File: config.mk
export PLATFORM = sky130hd
export DESIGN_NAME = flash_program_erase_control
export DESIGN_NICKNAME = d
export VERILOG_FILES = /design/src/verilog/flash_ctrl_pkg.sv /design/src/verilog/phase_timer.sv /design/src/verilog/flash_program_erase_control.sv
export SDC_FILE = /design/constraint.sdc
export NUM_CORES = 1
export LEC_CHECK = 0
export CORE_AREA = 4 4 122 95
export DETAILED_ROUTE_END_ITERATION = 8
export DIE_AREA = 0 0 126 99
export DONT_BUFFER_PORTS = 1
export GPL_TIMING_DRIVEN = 0
export PLACE_DENSITY = 0.78
export SLEW_MARGIN = 5
export SYNTH_ARGS = -nofsm -noshare
export SYNTH_HDL_FRONTEND = slang
export SYNTH_SLANG_ARGS = --single-unit
File: constraint.sdc
create_clock -name clk_i -period 4.5 [get_ports clk_i]
set_clock_uncertainty 0.2 [all_clocks]
set_input_delay 0 -clock clk_i [delete_from_list [all_inputs] [get_ports clk_i]]
set_output_delay 0 -clock clk_i [all_outputs]
set_load 0.01 [all_outputs]
File: src/verilog/flash_ctrl_pkg.sv
/*
 * constants, types and register map of the flash program/erase control
 * block. assumes a single system clock and a byte-wide register port.
 */
package flash_ctrl_pkg;

  // ****************************************************************
  // register map (byte offsets on the register port)
  // ****************************************************************
  localparam logic [7:0] OFF_CONTROL = 8'h4C; // flash_control
  localparam logic [7:0] OFF_STATUS = 8'h4E; // flash_status
  localparam logic [7:0] OFF_PRESCALER = 8'h50; // flash_prescaler
  localparam logic [7:0] OFF_START = 8'h52; // start_delay_reload
  localparam logic [7:0] OFF_TRANSITION = 8'h54; // transition_delay_reload

  // ****************************************************************
  // field positions
  // ****************************************************************
  localparam int CTL_LOW_POWER_READ = 0;
  localparam int CTL_CPU_WRITE_INHIBIT = 1;
  localparam int CTL_VERIFY_DISABLE = 3;
  localparam int CTL_IRQ_ENABLE = 4;
  localparam int CTL_PROGRAM_ENABLE = 5;
  localparam int CTL_PAGE_ERASE = 6;
  localparam int CTL_MODULE_ERASE = 7;
  localparam int STS_ERASE_ERROR = 0;
  localparam int STS_PROGRAM_ERROR = 1;
  localparam int STS_BUSY = 2;
  localparam int STS_BUFFER_FULL = 3;
  localparam int STS_DATA_LOSS = 4;
  localparam int PAGE_LSB = 10; // 1024-byte pages

  // ****************************************************************
  // reset values and writable masks
  // ****************************************************************
  localparam logic [7:0] CONTROL_RESET = 8'h00;
  localparam logic [7:0] CONTROL_MASK = 8'hFB; // bit 2 reserved
  localparam logic [7:0] PRESCALER_RESET = 8'h04;
  localparam logic [7:0] PRESCALER_MASK = 8'h1F; // 5-bit divisor
  localparam logic [7:0] START_RESET = 8'h18;
  localparam logic [7:0] TRANSITION_RESET = 8'h30;

  // ****************************************************************
  // timing
  // ****************************************************************
  localparam int SYS_CLK_MHZ = 50;
  localparam int LOW_POWER_MAX_MHZ = 25;
  localparam logic [7:0] PULSE_TICKS = 8'h0F; // pulse length minus one

  // ****************************************************************
  // types
  // ****************************************************************
  typedef enum logic [1:0] {
    OP_PROGRAM = 2'h0,
    OP_PAGE_ERASE = 2'h1,
    OP_BLOCK_ERASE = 2'h2,
    OP_PAIR_ERASE = 2'h3 // information block plus its main block
  } op_kind_e;

  typedef enum logic [4:0] {
    ST_IDLE = 5'b00001,
    ST_START = 5'b00010,
    ST_TRAN = 5'b00100,
    ST_PULSE = 5'b01000,
    ST_VERIFY = 5'b10000
  } seq_state_e;

  typedef struct packed {
    logic wr;
    logic rd;
    logic [7:0] addr;
    logic [7:0] wdata;
  } reg_req_s;

  typedef struct packed {
    logic [17:0] addr;
    logic [15:0] data;
    logic info_block;
  } flash_write_s;

  typedef struct packed {
    op_kind_e kind;
    logic [17:0] addr;
    logic [15:0] data;
    logic info_block;
  } flash_op_s;

endpackage : flash_ctrl_pkg

File: src/verilog/phase_timer.sv
/*
 * phase delay counter: counts a loaded value plus one prescaler ticks.
 * assumes tick_i is a one-cycle pulse in the same clock domain.
 */
module phase_timer (
  input wire logic clk_i,
  input wire logic rst_n_i,
  input wire logic en_i,
  input wire logic tick_i,
  input wire logic load_i,
  input wire logic [7:0] count_i,
  output logic done_o
);

  // ****************************************************************
  // counter
  // ****************************************************************
  logic [7:0] remaining; // ticks left minus one
  logic running; // phase in progress

  // a load always restarts, so a new phase never inherits an old count
  always_ff @(posedge clk_i or negedge rst_n_i) begin
    if (!rst_n_i) begin
      remaining <= 8'h00;
      running <= 1'b0;
      done_o <= 1'b0;
    end else if (en_i) begin
      done_o <= 1'b0;
      if (load_i) begin
        remaining <= count_i;
        running <= 1'b1;
      end else if (running && tick_i) begin
        // zero left: this tick is the last one of the phase
        if (remaining == 8'h00) begin
          running <= 1'b0;
          done_o <= 1'b1;
        end else begin
          remaining <= remaining - 8'h01;
        end
      end
    end
  end

endmodule : phase_timer

File: src/verilog/flash_program_erase_control.sv
/*
 * flash program/erase control: control, status and timing registers,
 * one-word write buffer and the program/erase sequencer.
 * assumes the cpu write port and register port are synchronous to clk_i
 * and the array answers verify and erase results in the same domain.
 */
module flash_program_erase_control (
  input wire logic clk_i,
  input wire logic rst_n_i,
  input wire logic clk_en_i, // freezes all state while low
  input wire flash_ctrl_pkg::reg_req_s reg_req_i, // register port
  output logic [7:0] reg_rdata_o, // read data, one cycle after rd
  input wire logic flash_wr_i, // cpu write to flash
  input wire flash_ctrl_pkg::flash_write_s flash_wr_data_i,
  output logic cpu_stall_o, // hold the cpu
  output logic op_start_o, // operation handed to the array
  output flash_ctrl_pkg::flash_op_s op_o, // operation being run
  output logic op_pulse_o, // program/erase pulse to the array
  output logic verify_req_o, // start of automatic verify
  input wire logic verify_done_i,
  input wire logic verify_fail_i,
  input wire logic erase_fail_i, // sampled at end of erase pulse
  output logic low_power_read_o, // array reads in first half-period
  input wire logic data_flash_irq_i, // request of the data flash side
  output logic flash_irq_o // shared interrupt channel
);
  import flash_ctrl_pkg::*;

  // ****************************************************************
  // mode decode
  // ****************************************************************
  // returns {valid, kind}; more than one mode bit set is no mode at all
  function automatic logic [2:0] op_of(input logic [7:0] ctl,
                                       input logic info);
    logic [2:0] modes;
    modes = {ctl[CTL_MODULE_ERASE], ctl[CTL_PAGE_ERASE],
             ctl[CTL_PROGRAM_ENABLE]};
    case (modes)
      3'b001: op_of = {1'b1, OP_PROGRAM};
      3'b010: op_of = {!info, OP_PAGE_ERASE};
      3'b100: op_of = {1'b1, info ? OP_PAIR_ERASE : OP_BLOCK_ERASE};
      default: op_of = 3'b000;
    endcase
  endfunction : op_of

  // ****************************************************************
  // registers and state
  // ****************************************************************
  logic [7:0] control; // flash_control
  logic [7:0] prescaler; // flash_prescaler
  logic [7:0] start_reload; // start_delay_reload
  logic [7:0] transition_reload; // transition_delay_reload
  logic erase_error; // sticky
  logic program_error; // sticky
  logic data_loss_error; // sticky
  logic busy; // flash_busy
  logic buf_full; // write_buffer_full
  flash_write_s buf_word; // staged cpu write
  op_kind_e buf_kind; // operation staged with it
  seq_state_e state; // sequencer state
  logic [4:0] psc_count; // prescaler counter
  logic tick; // prescaler output clock
  logic timer_load; // starts a phase
  logic [7:0] timer_count; // phase length minus one
  logic timer_done; // phase ended

  // ****************************************************************
  // request qualification
  // ****************************************************************
  logic [2:0] req_op; // decoded mode for this write
  logic req_ok; // writable and a valid mode
  logic req_erase; // decoded request is an erase
  logic stall; // erase request while busy
  logic accept; // write goes into the buffer
  logic overrun; // write arrives with the buffer full
  logic take; // sequencer empties the buffer
  logic reg_wr_status; // status write strobe
  logic erase_err_set; // erase failed this cycle
  logic program_err_set; // verify failed this cycle

  always_comb begin
    req_op = op_of(control, flash_wr_data_i.info_block);
    req_ok = flash_wr_i && !control[CTL_CPU_WRITE_INHIBIT]
             && req_op[2];
    req_erase = req_op[1:0] != OP_PROGRAM;
    stall = req_ok && req_erase && busy;
    accept = req_ok && !buf_full && !stall;
    overrun = req_ok && buf_full && !stall;
    take = (state == ST_IDLE) && buf_full;
    reg_wr_status = reg_req_i.wr && (reg_req_i.addr == OFF_STATUS);
    erase_err_set = (state == ST_PULSE) && timer_done
                    && (op_o.kind != OP_PROGRAM) && erase_fail_i;
    program_err_set = (state == ST_VERIFY) && verify_done_i
                      && verify_fail_i;
  end

  // ****************************************************************
  // control and timing registers
  // ****************************************************************
  // no interlock against writes while busy: software must not do that
  always_ff @(posedge clk_i or negedge rst_n_i) begin
    if (!rst_n_i) begin
      control <= CONTROL_RESET;
      prescaler <= PRESCALER_RESET;
      start_reload <= START_RESET;
      transition_reload <= TRANSITION_RESET;
    end else if (clk_en_i && reg_req_i.wr) begin
      case (reg_req_i.addr)
        OFF_CONTROL: control <= reg_req_i.wdata & CONTROL_MASK;
        OFF_PRESCALER: prescaler <= reg_req_i.wdata & PRESCALER_MASK;
        OFF_START: start_reload <= reg_req_i.wdata;
        OFF_TRANSITION: transition_reload <= reg_req_i.wdata;
        default: ; // other offsets hold no storage here
      endcase
    end
  end

  // ****************************************************************
  // sticky error flags
  // ****************************************************************
  // a failure landing in the clearing cycle wins, so no event is lost
  always_ff @(posedge clk_i or negedge rst_n_i) begin
    if (!rst_n_i) begin
      erase_error <= 1'b0;
      program_error <= 1'b0;
      data_loss_error <= 1'b0;
    end else if (clk_en_i) begin
      if (erase_err_set) begin
        erase_error <= 1'b1;
      end else if (reg_wr_status && reg_req_i.wdata[STS_ERASE_ERROR]) begin
        erase_error <= 1'b0;
      end
      if (program_err_set) begin
        program_error <= 1'b1;
      end else if (reg_wr_status
                   && reg_req_i.wdata[STS_PROGRAM_ERROR]) begin
        program_error <= 1'b0;
      end
      if (overrun) begin
        data_loss_error <= 1'b1;
      end else if (reg_wr_status && reg_req_i.wdata[STS_DATA_LOSS]) begin
        data_loss_error <= 1'b0;
      end
    end
  end

  // ****************************************************************
  // register read port
  // ****************************************************************
  // read data is registered; unmapped offsets and reserved bits read 0
  always_ff @(posedge clk_i or negedge rst_n_i) begin
    if (!rst_n_i) begin
      reg_rdata_o <= 8'h00;
    end else if (clk_en_i && reg_req_i.rd) begin
      case (reg_req_i.addr)
        OFF_CONTROL: reg_rdata_o <= control;
        OFF_STATUS: reg_rdata_o <= {3'h0, data_loss_error, buf_full,
                                    busy, program_error, erase_error};
        OFF_PRESCALER: reg_rdata_o <= prescaler;
        OFF_START: reg_rdata_o <= start_reload;
        OFF_TRANSITION: reg_rdata_o <= transition_reload;
        default: reg_rdata_o <= 8'h00;
      endcase
    end
  end

  // ****************************************************************
  // write buffer
  // ****************************************************************
  // one word deep: a program write may wait here while the previous
  // operation runs, which lets software stream words back to back
  always_ff @(posedge clk_i or negedge rst_n_i) begin
    if (!rst_n_i) begin
      buf_full <= 1'b0;
      buf_word <= '0;
      buf_kind <= OP_PROGRAM;
    end else if (clk_en_i) begin
      if (accept) begin
        buf_full <= 1'b1;
        buf_word <= flash_wr_data_i;
        buf_kind <= op_kind_e'(req_op[1:0]);
      end else if (take) begin
        buf_full <= 1'b0;
      end
    end
  end

  // ****************************************************************
  // prescaler
  // ****************************************************************
  // restarted while idle so every sequence sees whole tick periods
  always_ff @(posedge clk_i or negedge rst_n_i) begin
    if (!rst_n_i) begin
      psc_count <= 5'h00;
      tick <= 1'b0;
    end else if (clk_en_i) begin
      if (state == ST_IDLE) begin
        psc_count <= 5'h00;
        tick <= 1'b0;
      end else if (psc_count == prescaler[4:0]) begin
        psc_count <= 5'h00;
        tick <= 1'b1;
      end else begin
        psc_count <= psc_count + 5'h01;
        tick <= 1'b0;
      end
    end
  end

  // ****************************************************************
  // phase timer
  // ****************************************************************
  always_comb begin
    timer_load = 1'b0;
    timer_count = start_reload;
    case (state)
      ST_IDLE: begin
        timer_load = take;
        timer_count = start_reload;
      end
      ST_START: begin
        timer_load = timer_done;
        timer_count = transition_reload;
      end
      ST_TRAN: begin
        timer_load = timer_done;
        timer_count = PULSE_TICKS;
      end
      default: begin
        timer_load = 1'b0;
        timer_count = start_reload;
      end
    endcase
  end

  phase_timer u_timer (
    .clk_i(clk_i),
    .rst_n_i(rst_n_i),
    .en_i(clk_en_i),
    .tick_i(tick),
    .load_i(timer_load),
    .count_i(timer_count),
    .done_o(timer_done)
  );

  // ****************************************************************
  // sequencer
  // ****************************************************************
  // a page erase aligns the staged address to its 1024-byte page; other modes pass it unchanged
  always_ff @(posedge clk_i or negedge rst_n_i) begin
    if (!rst_n_i) begin
      state <= ST_IDLE;
      busy <= 1'b0;
      op_o <= '0;
      op_start_o <= 1'b0;
      op_pulse_o <= 1'b0;
      verify_req_o <= 1'b0;
    end else if (clk_en_i) begin
      op_start_o <= 1'b0;
      verify_req_o <= 1'b0;
      case (state)
        ST_IDLE: begin
          if (take) begin
            state <= ST_START;
            busy <= 1'b1;
            op_start_o <= 1'b1;
            op_o.kind <= buf_kind;
            op_o.data <= buf_word.data;
            op_o.info_block <= buf_word.info_block;
            op_o.addr <= buf_word.addr;
            if (buf_kind == OP_PAGE_ERASE) begin
              op_o.addr <= {buf_word.addr[17:PAGE_LSB],
                            {PAGE_LSB{1'b0}}};
            end
          end
        end
        ST_START: begin
          if (timer_done) begin
            state <= ST_TRAN;
          end
        end
        ST_TRAN: begin
          if (timer_done) begin
            state <= ST_PULSE;
            op_pulse_o <= 1'b1;
          end
        end
        ST_PULSE: begin
          if (timer_done) begin
            op_pulse_o <= 1'b0;
            if (op_o.kind == OP_PROGRAM
                && !control[CTL_VERIFY_DISABLE]) begin
              state <= ST_VERIFY;
              verify_req_o <= 1'b1;
            end else begin
              state <= ST_IDLE;
              busy <= 1'b0;
            end
          end
        end
        ST_VERIFY: begin
          if (verify_done_i) begin
            state <= ST_IDLE;
            busy <= 1'b0;
          end
        end
        default: begin
          state <= ST_IDLE;
          busy <= 1'b0;
          op_pulse_o <= 1'b0;
        end
      endcase
    end
  end

  // ****************************************************************
  // cpu stall, interrupt and read mode
  // ****************************************************************
  // the low-power flag only informs the array; at 50 MHz it is outside
  // its rated range, so software should leave it clear here
  always_ff @(posedge clk_i or negedge rst_n_i) begin
    if (!rst_n_i) begin
      cpu_stall_o <= 1'b0;
      flash_irq_o <= 1'b0;
      low_power_read_o <= 1'b0;
    end else if (clk_en_i) begin
      cpu_stall_o <= stall;
      flash_irq_o <= (take && control[CTL_IRQ_ENABLE])
                     || data_flash_irq_i;
      low_power_read_o <= control[CTL_LOW_POWER_READ];
    end
  end
endmodule : flash_program_erase_control

### Word level (Yosys, flattened, before mapping)

Index checks and enable logic that the tools add are counted.
Widths: inputs -> output; s select.

* register bits after elaboration: 142
* input bits: 61
* logic and storage cells: 159
* output and inout port bits: 51

* mux-type cells: 47
* equal/unequal tests: 22
* reductions and logical operators: 56
* bitwise operators: 2
* add/subtract/negate cells: 2

Operators by type and width (count)
* $eq 8x7->1 const B: 5
* $mux 5: 8
* $pmux 8 s5: 1
* $mux 1: 28
* $pmux 5 s5: 1
* $mux 8: 3
* $logic_and 1x1->1: 23
* $reduce_and 2->1: 9
* $pmux 8 s2: 1
* $reduce_bool 2->1: 8
* $reduce_and 6->1: 2
* $mux 10: 1
* $pmux 3 s3: 1
* $reduce_and 3->1: 3
* $logic_not 8->1: 1
* $ne 2x2->1 const B: 4
* $sub 8x1->8 const B: 1
* $ne 2x1->1 const B: 3
* $add 5x1->5 const B: 1
* $eq 5x1->1 const B: 1
* $eq 5x2->1 const B: 1
* $eq 5x3->1 const B: 1
* $eq 5x4->1 const B: 1
* $eq 5x5->1: 1
* 15 further kinds: 20

### Longest topological paths before layout

* depth after elaboration: 9
* mapped depth: 8
* depth with buffers taken out: 7

### Cells and area by module

Synthesis repeated with hierarchy kept, for this count alone.

* cells, all modules: 523
* area, all modules: 6586.3 um^2

Modules (own cells, without submodules)
* flash_program_erase_control: times used 1, cells each 455, seq. area each 3310.7 um^2, area each 5967.0 um^2
* phase_timer: times used 1, cells each 68, seq. area each 250.2 um^2, area each 619.3 um^2

### Worst setup path after synthesis

OpenSTA, ideal clock, no wires.

* kind: reg2reg
* start point: register u_timer.remaining[0]
* end point: register u_timer.remaining[1]
* buffers on the path: 1
* stages on the path, launching flop included: 8
* slack: 2.403 ns
* clock period less this slack: 2.097 ns
* data arrival time: 1.772 ns
* path through: dfrtp_1 inv_1 ha_1 nor4b_2 a21oi_2 or2_1 buf_4 mux2_4

* word-level cells in the longest chain between the ends: 4
* elaborated cells on any way between the ends: 7
* those cells by class: add/sub (1); eq/ne (1); mux (3); reduce/logical (2)

RTL lines
* from (decl): RTL line phase_timer.sv:18 `logic [7:0] remaining;`
* from (signal assigned): RTL line phase_timer.sv:30 `remaining <= count_i;`
* from (signal assigned): RTL line phase_timer.sv:38 `remaining <= remaining - 8'h01;`
* $sub 8x1->8: RTL line phase_timer.sv:38
* $mux 8: RTL line phase_timer.sv:34 `if (remaining == 8'h00) begin`
* $mux 8: RTL line phase_timer.sv:32 `end else if (running && tick_i) begin`
* $mux 8: RTL line phase_timer.sv:29 `if (load_i) begin`

Several ways; a longest one is shown, not always the timed one. The select of a mux whose other input is x is not followed.
A chain may end at the register's enable or synchronous reset.

### Final worst setup path

* start point: input reg_req_i[9] (netlist name)
* end point: register prescaler[4]

* word-level cells in the longest chain between the ends: 2

RTL lines
* from (decl): RTL line flash_program_erase_control.sv:11 `input wire flash_ctrl_pkg::reg_req_s reg_req_i,`
* $eq 8x7->1: RTL line flash_program_erase_control.sv:108 `case (reg_req_i.addr)`
* $reduce_and 2->1 (no source line)
* to (signal assigned): RTL line flash_program_erase_control.sv:110 `OFF_PRESCALER: prescaler <= reg_req_i.wdata & PRESCALER_MASK;`
* to (decl): RTL line flash_program_erase_control.sv:50 `logic [7:0] prescaler;`

No other way between the ends.

==> results.sh <==
export IMPL_critPathKind="input port to flip-flop"
export IMPL_grtUsageTotal=0.290
export IMPL_hold_violations=0
export IMPL_end_kind="flip-flop"
export IMPL_grt_first_pass_wirelength_um=28500
export IMPL_ir_worst_vdd_v=0.000385
export IMPL_ys_warn_count=0
export IMPL_grt_overflow_total=0
export IMPL_finalCritPeriodShare=0.731
export IMPL_via_per_inst=6.10
export IMPL_yosys_area_top_type="dfrtp_1"
export IMPL_synth_simple_area_share=0.155
export IMPL_max_cap_violations=0
export IMPL_ys_top_cells_by_count="dfrtp_1 (136), nand2_1 (126), mux2_2 (67)"
export IMPL_finalNetCount=739
export IMPL_cp_cell_sequence="dlygate4sd3_1 -> nor2_1 -> nand3_1 -> dlygate4sd3_1 -> nor3_1 -> mux2_2 -> dlygate4sd3_1"
export IMPL_slew_headroom=0.445
export IMPL_cp_slowest_cell="nor3_1"
export IMPL_crit_family="buffers and inverters"
export IMPL_worstHoldStart="reg_req_i[8]"
export IMPL_critPathMaxFanout=5
export IMPL_fmax_mhz=304
export IMPL_r2r_end="buf_word[33]"
export IMPL_drtIter0Drc=463
export IMPL_switching_power_mw=1.53
export IMPL_swShare=0.332
export IMPL_diodes=0
export IMPL_grt_pass1_vias=5296
export IMPL_pwr_share_comb=0.265
export IMPL_grt_antenna_before_repair=0
export IMPL_routed_wl_um=17300
export IMPL_synth_top_area_frac=0.526
export IMPL_status="complete, no violations"
export IMPL_leakagePower_nw=3.70
export IMPL_synth_top_family_by_area="simple AND/OR/NAND/NOR gates"
export IMPL_finalSetupViolCount=0
export IMPL_synth_ff_type="dfrtp_1"
export IMPL_min_to="transition_reload[4]"
export IMPL_cp_depth=7
export IMPL_synth_most_common_cell="dfrtp_1"
export IMPL_clock_sinks=142
export IMPL_final_min_clock_period_ps=3290
export IMPL_post_cts_resized=0
export IMPL_p_clk_frac=0.296
export IMPL_drive_gt1_frac=0.208
export IMPL_synth_compound_area_share=0.112
export IMPL_dpl_hpwl_um=11100
export IMPL_async_reset_ff_frac=1.00
export IMPL_intPower_mw=3.07
export IMPL_hold_path_class="input port to flip-flop"
export IMPL_worstSkewPairLatency_ps=420
export IMPL_drtAntennaViolNets=0
export IMPL_ioPinCount=112
export IMPL_place_congestion=0.870
export IMPL_ctsLongestPathBuffers=2
export IMPL_coreArea_um2=10200
export IMPL_cts_buffers=17
export IMPL_synth_xor_area_share=0.0108
export IMPL_tightest_slew_ps=826
export IMPL_worstRegToRegCells=6
export IMPL_power_frac_seq=0.439
export IMPL_total_power_mw=4.60
export IMPL_synth_area_leaders="dfrtp_1 (53%), mux2_2 (12%), nand2_1 (7.3%)"
export IMPL_clockRootBuffer="clkbuf_16"
export IMPL_crit_top_cell="dlygate4sd3_1"
export IMPL_grt_max_degree=143
export IMPL_synth_mux_area_frac=0.140
export IMPL_final_setup_tns_ps=0
export IMPL_r2r_start="control[7]"
export IMPL_port_buffers=0
export IMPL_critPathBufInv=3
export IMPL_die_w_um=126
export IMPL_path_clk_slew_ps=60
export IMPL_yosysUniqueCellTypes=59
export IMPL_syn2layout_area_growth_pct=23.5
export IMPL_postSynthCellCount=581
export IMPL_vias=5012
export IMPL_core_rowCount=32
export IMPL_synth_fa_ha_area_frac=0.00386
export IMPL_drv_slew=0
export IMPL_cpPeakStageDelay_ps=680
export IMPL_synth_area_um2=6480
export IMPL_die_area_um2=12500
export IMPL_powerDensity_nw_per_um2=575
export IMPL_wl_per_cell_um=21.1
export IMPL_rrSetupSlack_ps=1940
export IMPL_rsz0062_at_grt="no"
export IMPL_synth_edf_count=0
export IMPL_syn_area_per_cell_um2=11.1
export IMPL_die_h_um=99
export IMPL_hold_depth=3
export IMPL_cts_tree="done"
export IMPL_cts_htree_levels=4
export IMPL_start_util=0.632
export IMPL_first_pass_iters=5
export IMPL_seq_area_frac_synth=0.550
export IMPL_ys_seq_elements=142
export IMPL_critPathArrivalTime_ps=3390
export IMPL_syn_num_nets=644
export IMPL_crit_required_ps=4600
export IMPL_drcViolationCount=0
export IMPL_start_kind="input port"
## cells in the final DEF (no fill, tap or decap), types with 4 or more instances in the layout
cell	instances
and3_1	4
clkbuf_1	9
a32o_1	6
o21ai_0	19
xnor2_1	5
nor2_1	16
o2bb2ai_1	7
nand2b_1	5
mux2_2	67
dfrtp_1	136
o31ai_1	4
a22o_1	8
a21o_1	4
o22ai_1	4
dlygate4sd3_1	75
a21oi_1	13
dfstp_2	6
a22oi_1	7
o32ai_1	4
nand2_1	126
nor3_1	10
inv_1	13
mux2_4	8
buf_2	10
a221oi_1	6
clkbuf_16	17
nand3_1	27
buf_4	4
## sequential cells by signal, indices dropped and copies added (netlist names), 7 cells and up
signal and flops:
buf_word 35, start_reload 8, u_timer.remaining 8, op_o 37
transition_reload 8, reg_rdata_o 8, control 7
## per-stage QoR
stage | hold slack [ps] | utilization | setup slack [ps] | cell area, um2 | cells
finish | 35.2 | 0.780 | 1210 | 8000 | 822
CTS | 32.4 | 0.780 | 1380 | 8000 | 822
global route | 63.8 | 0.780 | 1110 | 8000 | 822
detailed placement | -488 | 0.648 | 2150 | 6650 | 717
floorplan | -496 | - | 2400 | 6480 | 581
global placement | -489 | 0.648 | 2170 | 6650 | 717
## worst max path at each step
stage	startpoint	to	slack, ps
2_1_floorplan	u_timer.remaining[0]	u_timer.remaining[1]	2400
3_3_place_gp	u_timer.remaining[0]	u_timer.remaining[1]	2170
3_5_place_dp	u_timer.remaining[0]	u_timer.remaining[1]	2150
4_1_cts	reg_req_i[9]	prescaler[4]	1380
5_1_grt	reg_req_i[9]	prescaler[4]	1110
6_report	reg_req_i[9]	prescaler[4]	1210
## repair_timing
action | 4_1_cts | 5_1_grt
hold buffers | 76 | 0
setup buffers | 0 | 0
endpoints found under the hold margin | 225 | 0
## final cells by class
class | count | area [um2]
inverters | 13 | 48.8
well taps | 136 | 170
plain buffers | 25 | 136
fillers | 636 | 2250
multi-input cells | 401 | 2730
clock inverters | 9 | 114
repair buffers | 76 | 778
flip-flops and latches | 142 | 3560
clock buffers | 20 | 457
## per-layer routing
layer | up-vias | share of wire | GRT usage
met5 | - | 0 | 0
met4 | 0 | 0.014 | 0.0899
met3 | 24 | 0.080 | 0.0818
met2 | 222 | 0.48 | 0.460
met1 | 2511 | 0.42 | 0.392
li1 | 2255 | - | -
## worst min-delay path: cells and delay by family
| family | cells | cell delay [ps] |
|---|---|---|
| and+or+nand+nor | 2 | 390 |
| muxes | 1 | 230 |
## power groups by stage
stage                     Sequential [mW]  Clock (mW)  Combinational, mW
after floorplan                      1.93           0              0.851
after global placement               2.01           0              0.998
after detailed placement             2.03           0               1.05
after CTS                            2.01        1.37               1.20
after global routing                 2.06        1.44               1.35
final                                2.02        1.36               1.22
## kinds of logic (layout without fill, tap and decap cells)
kind of cell / Yosys count / after routing
AND/OR/NAND/NOR: 214 / 214
flip-flops: 142 / 142
AO/OA/AOI/OAI: 99 / 99
multiplexers: 78 / 78
buffers and inverters: 38 / 143
XOR/XNOR: 8 / 8
adder cells (fa/ha/maj): 2 / 2
Power figures use the tool's default switching activity.
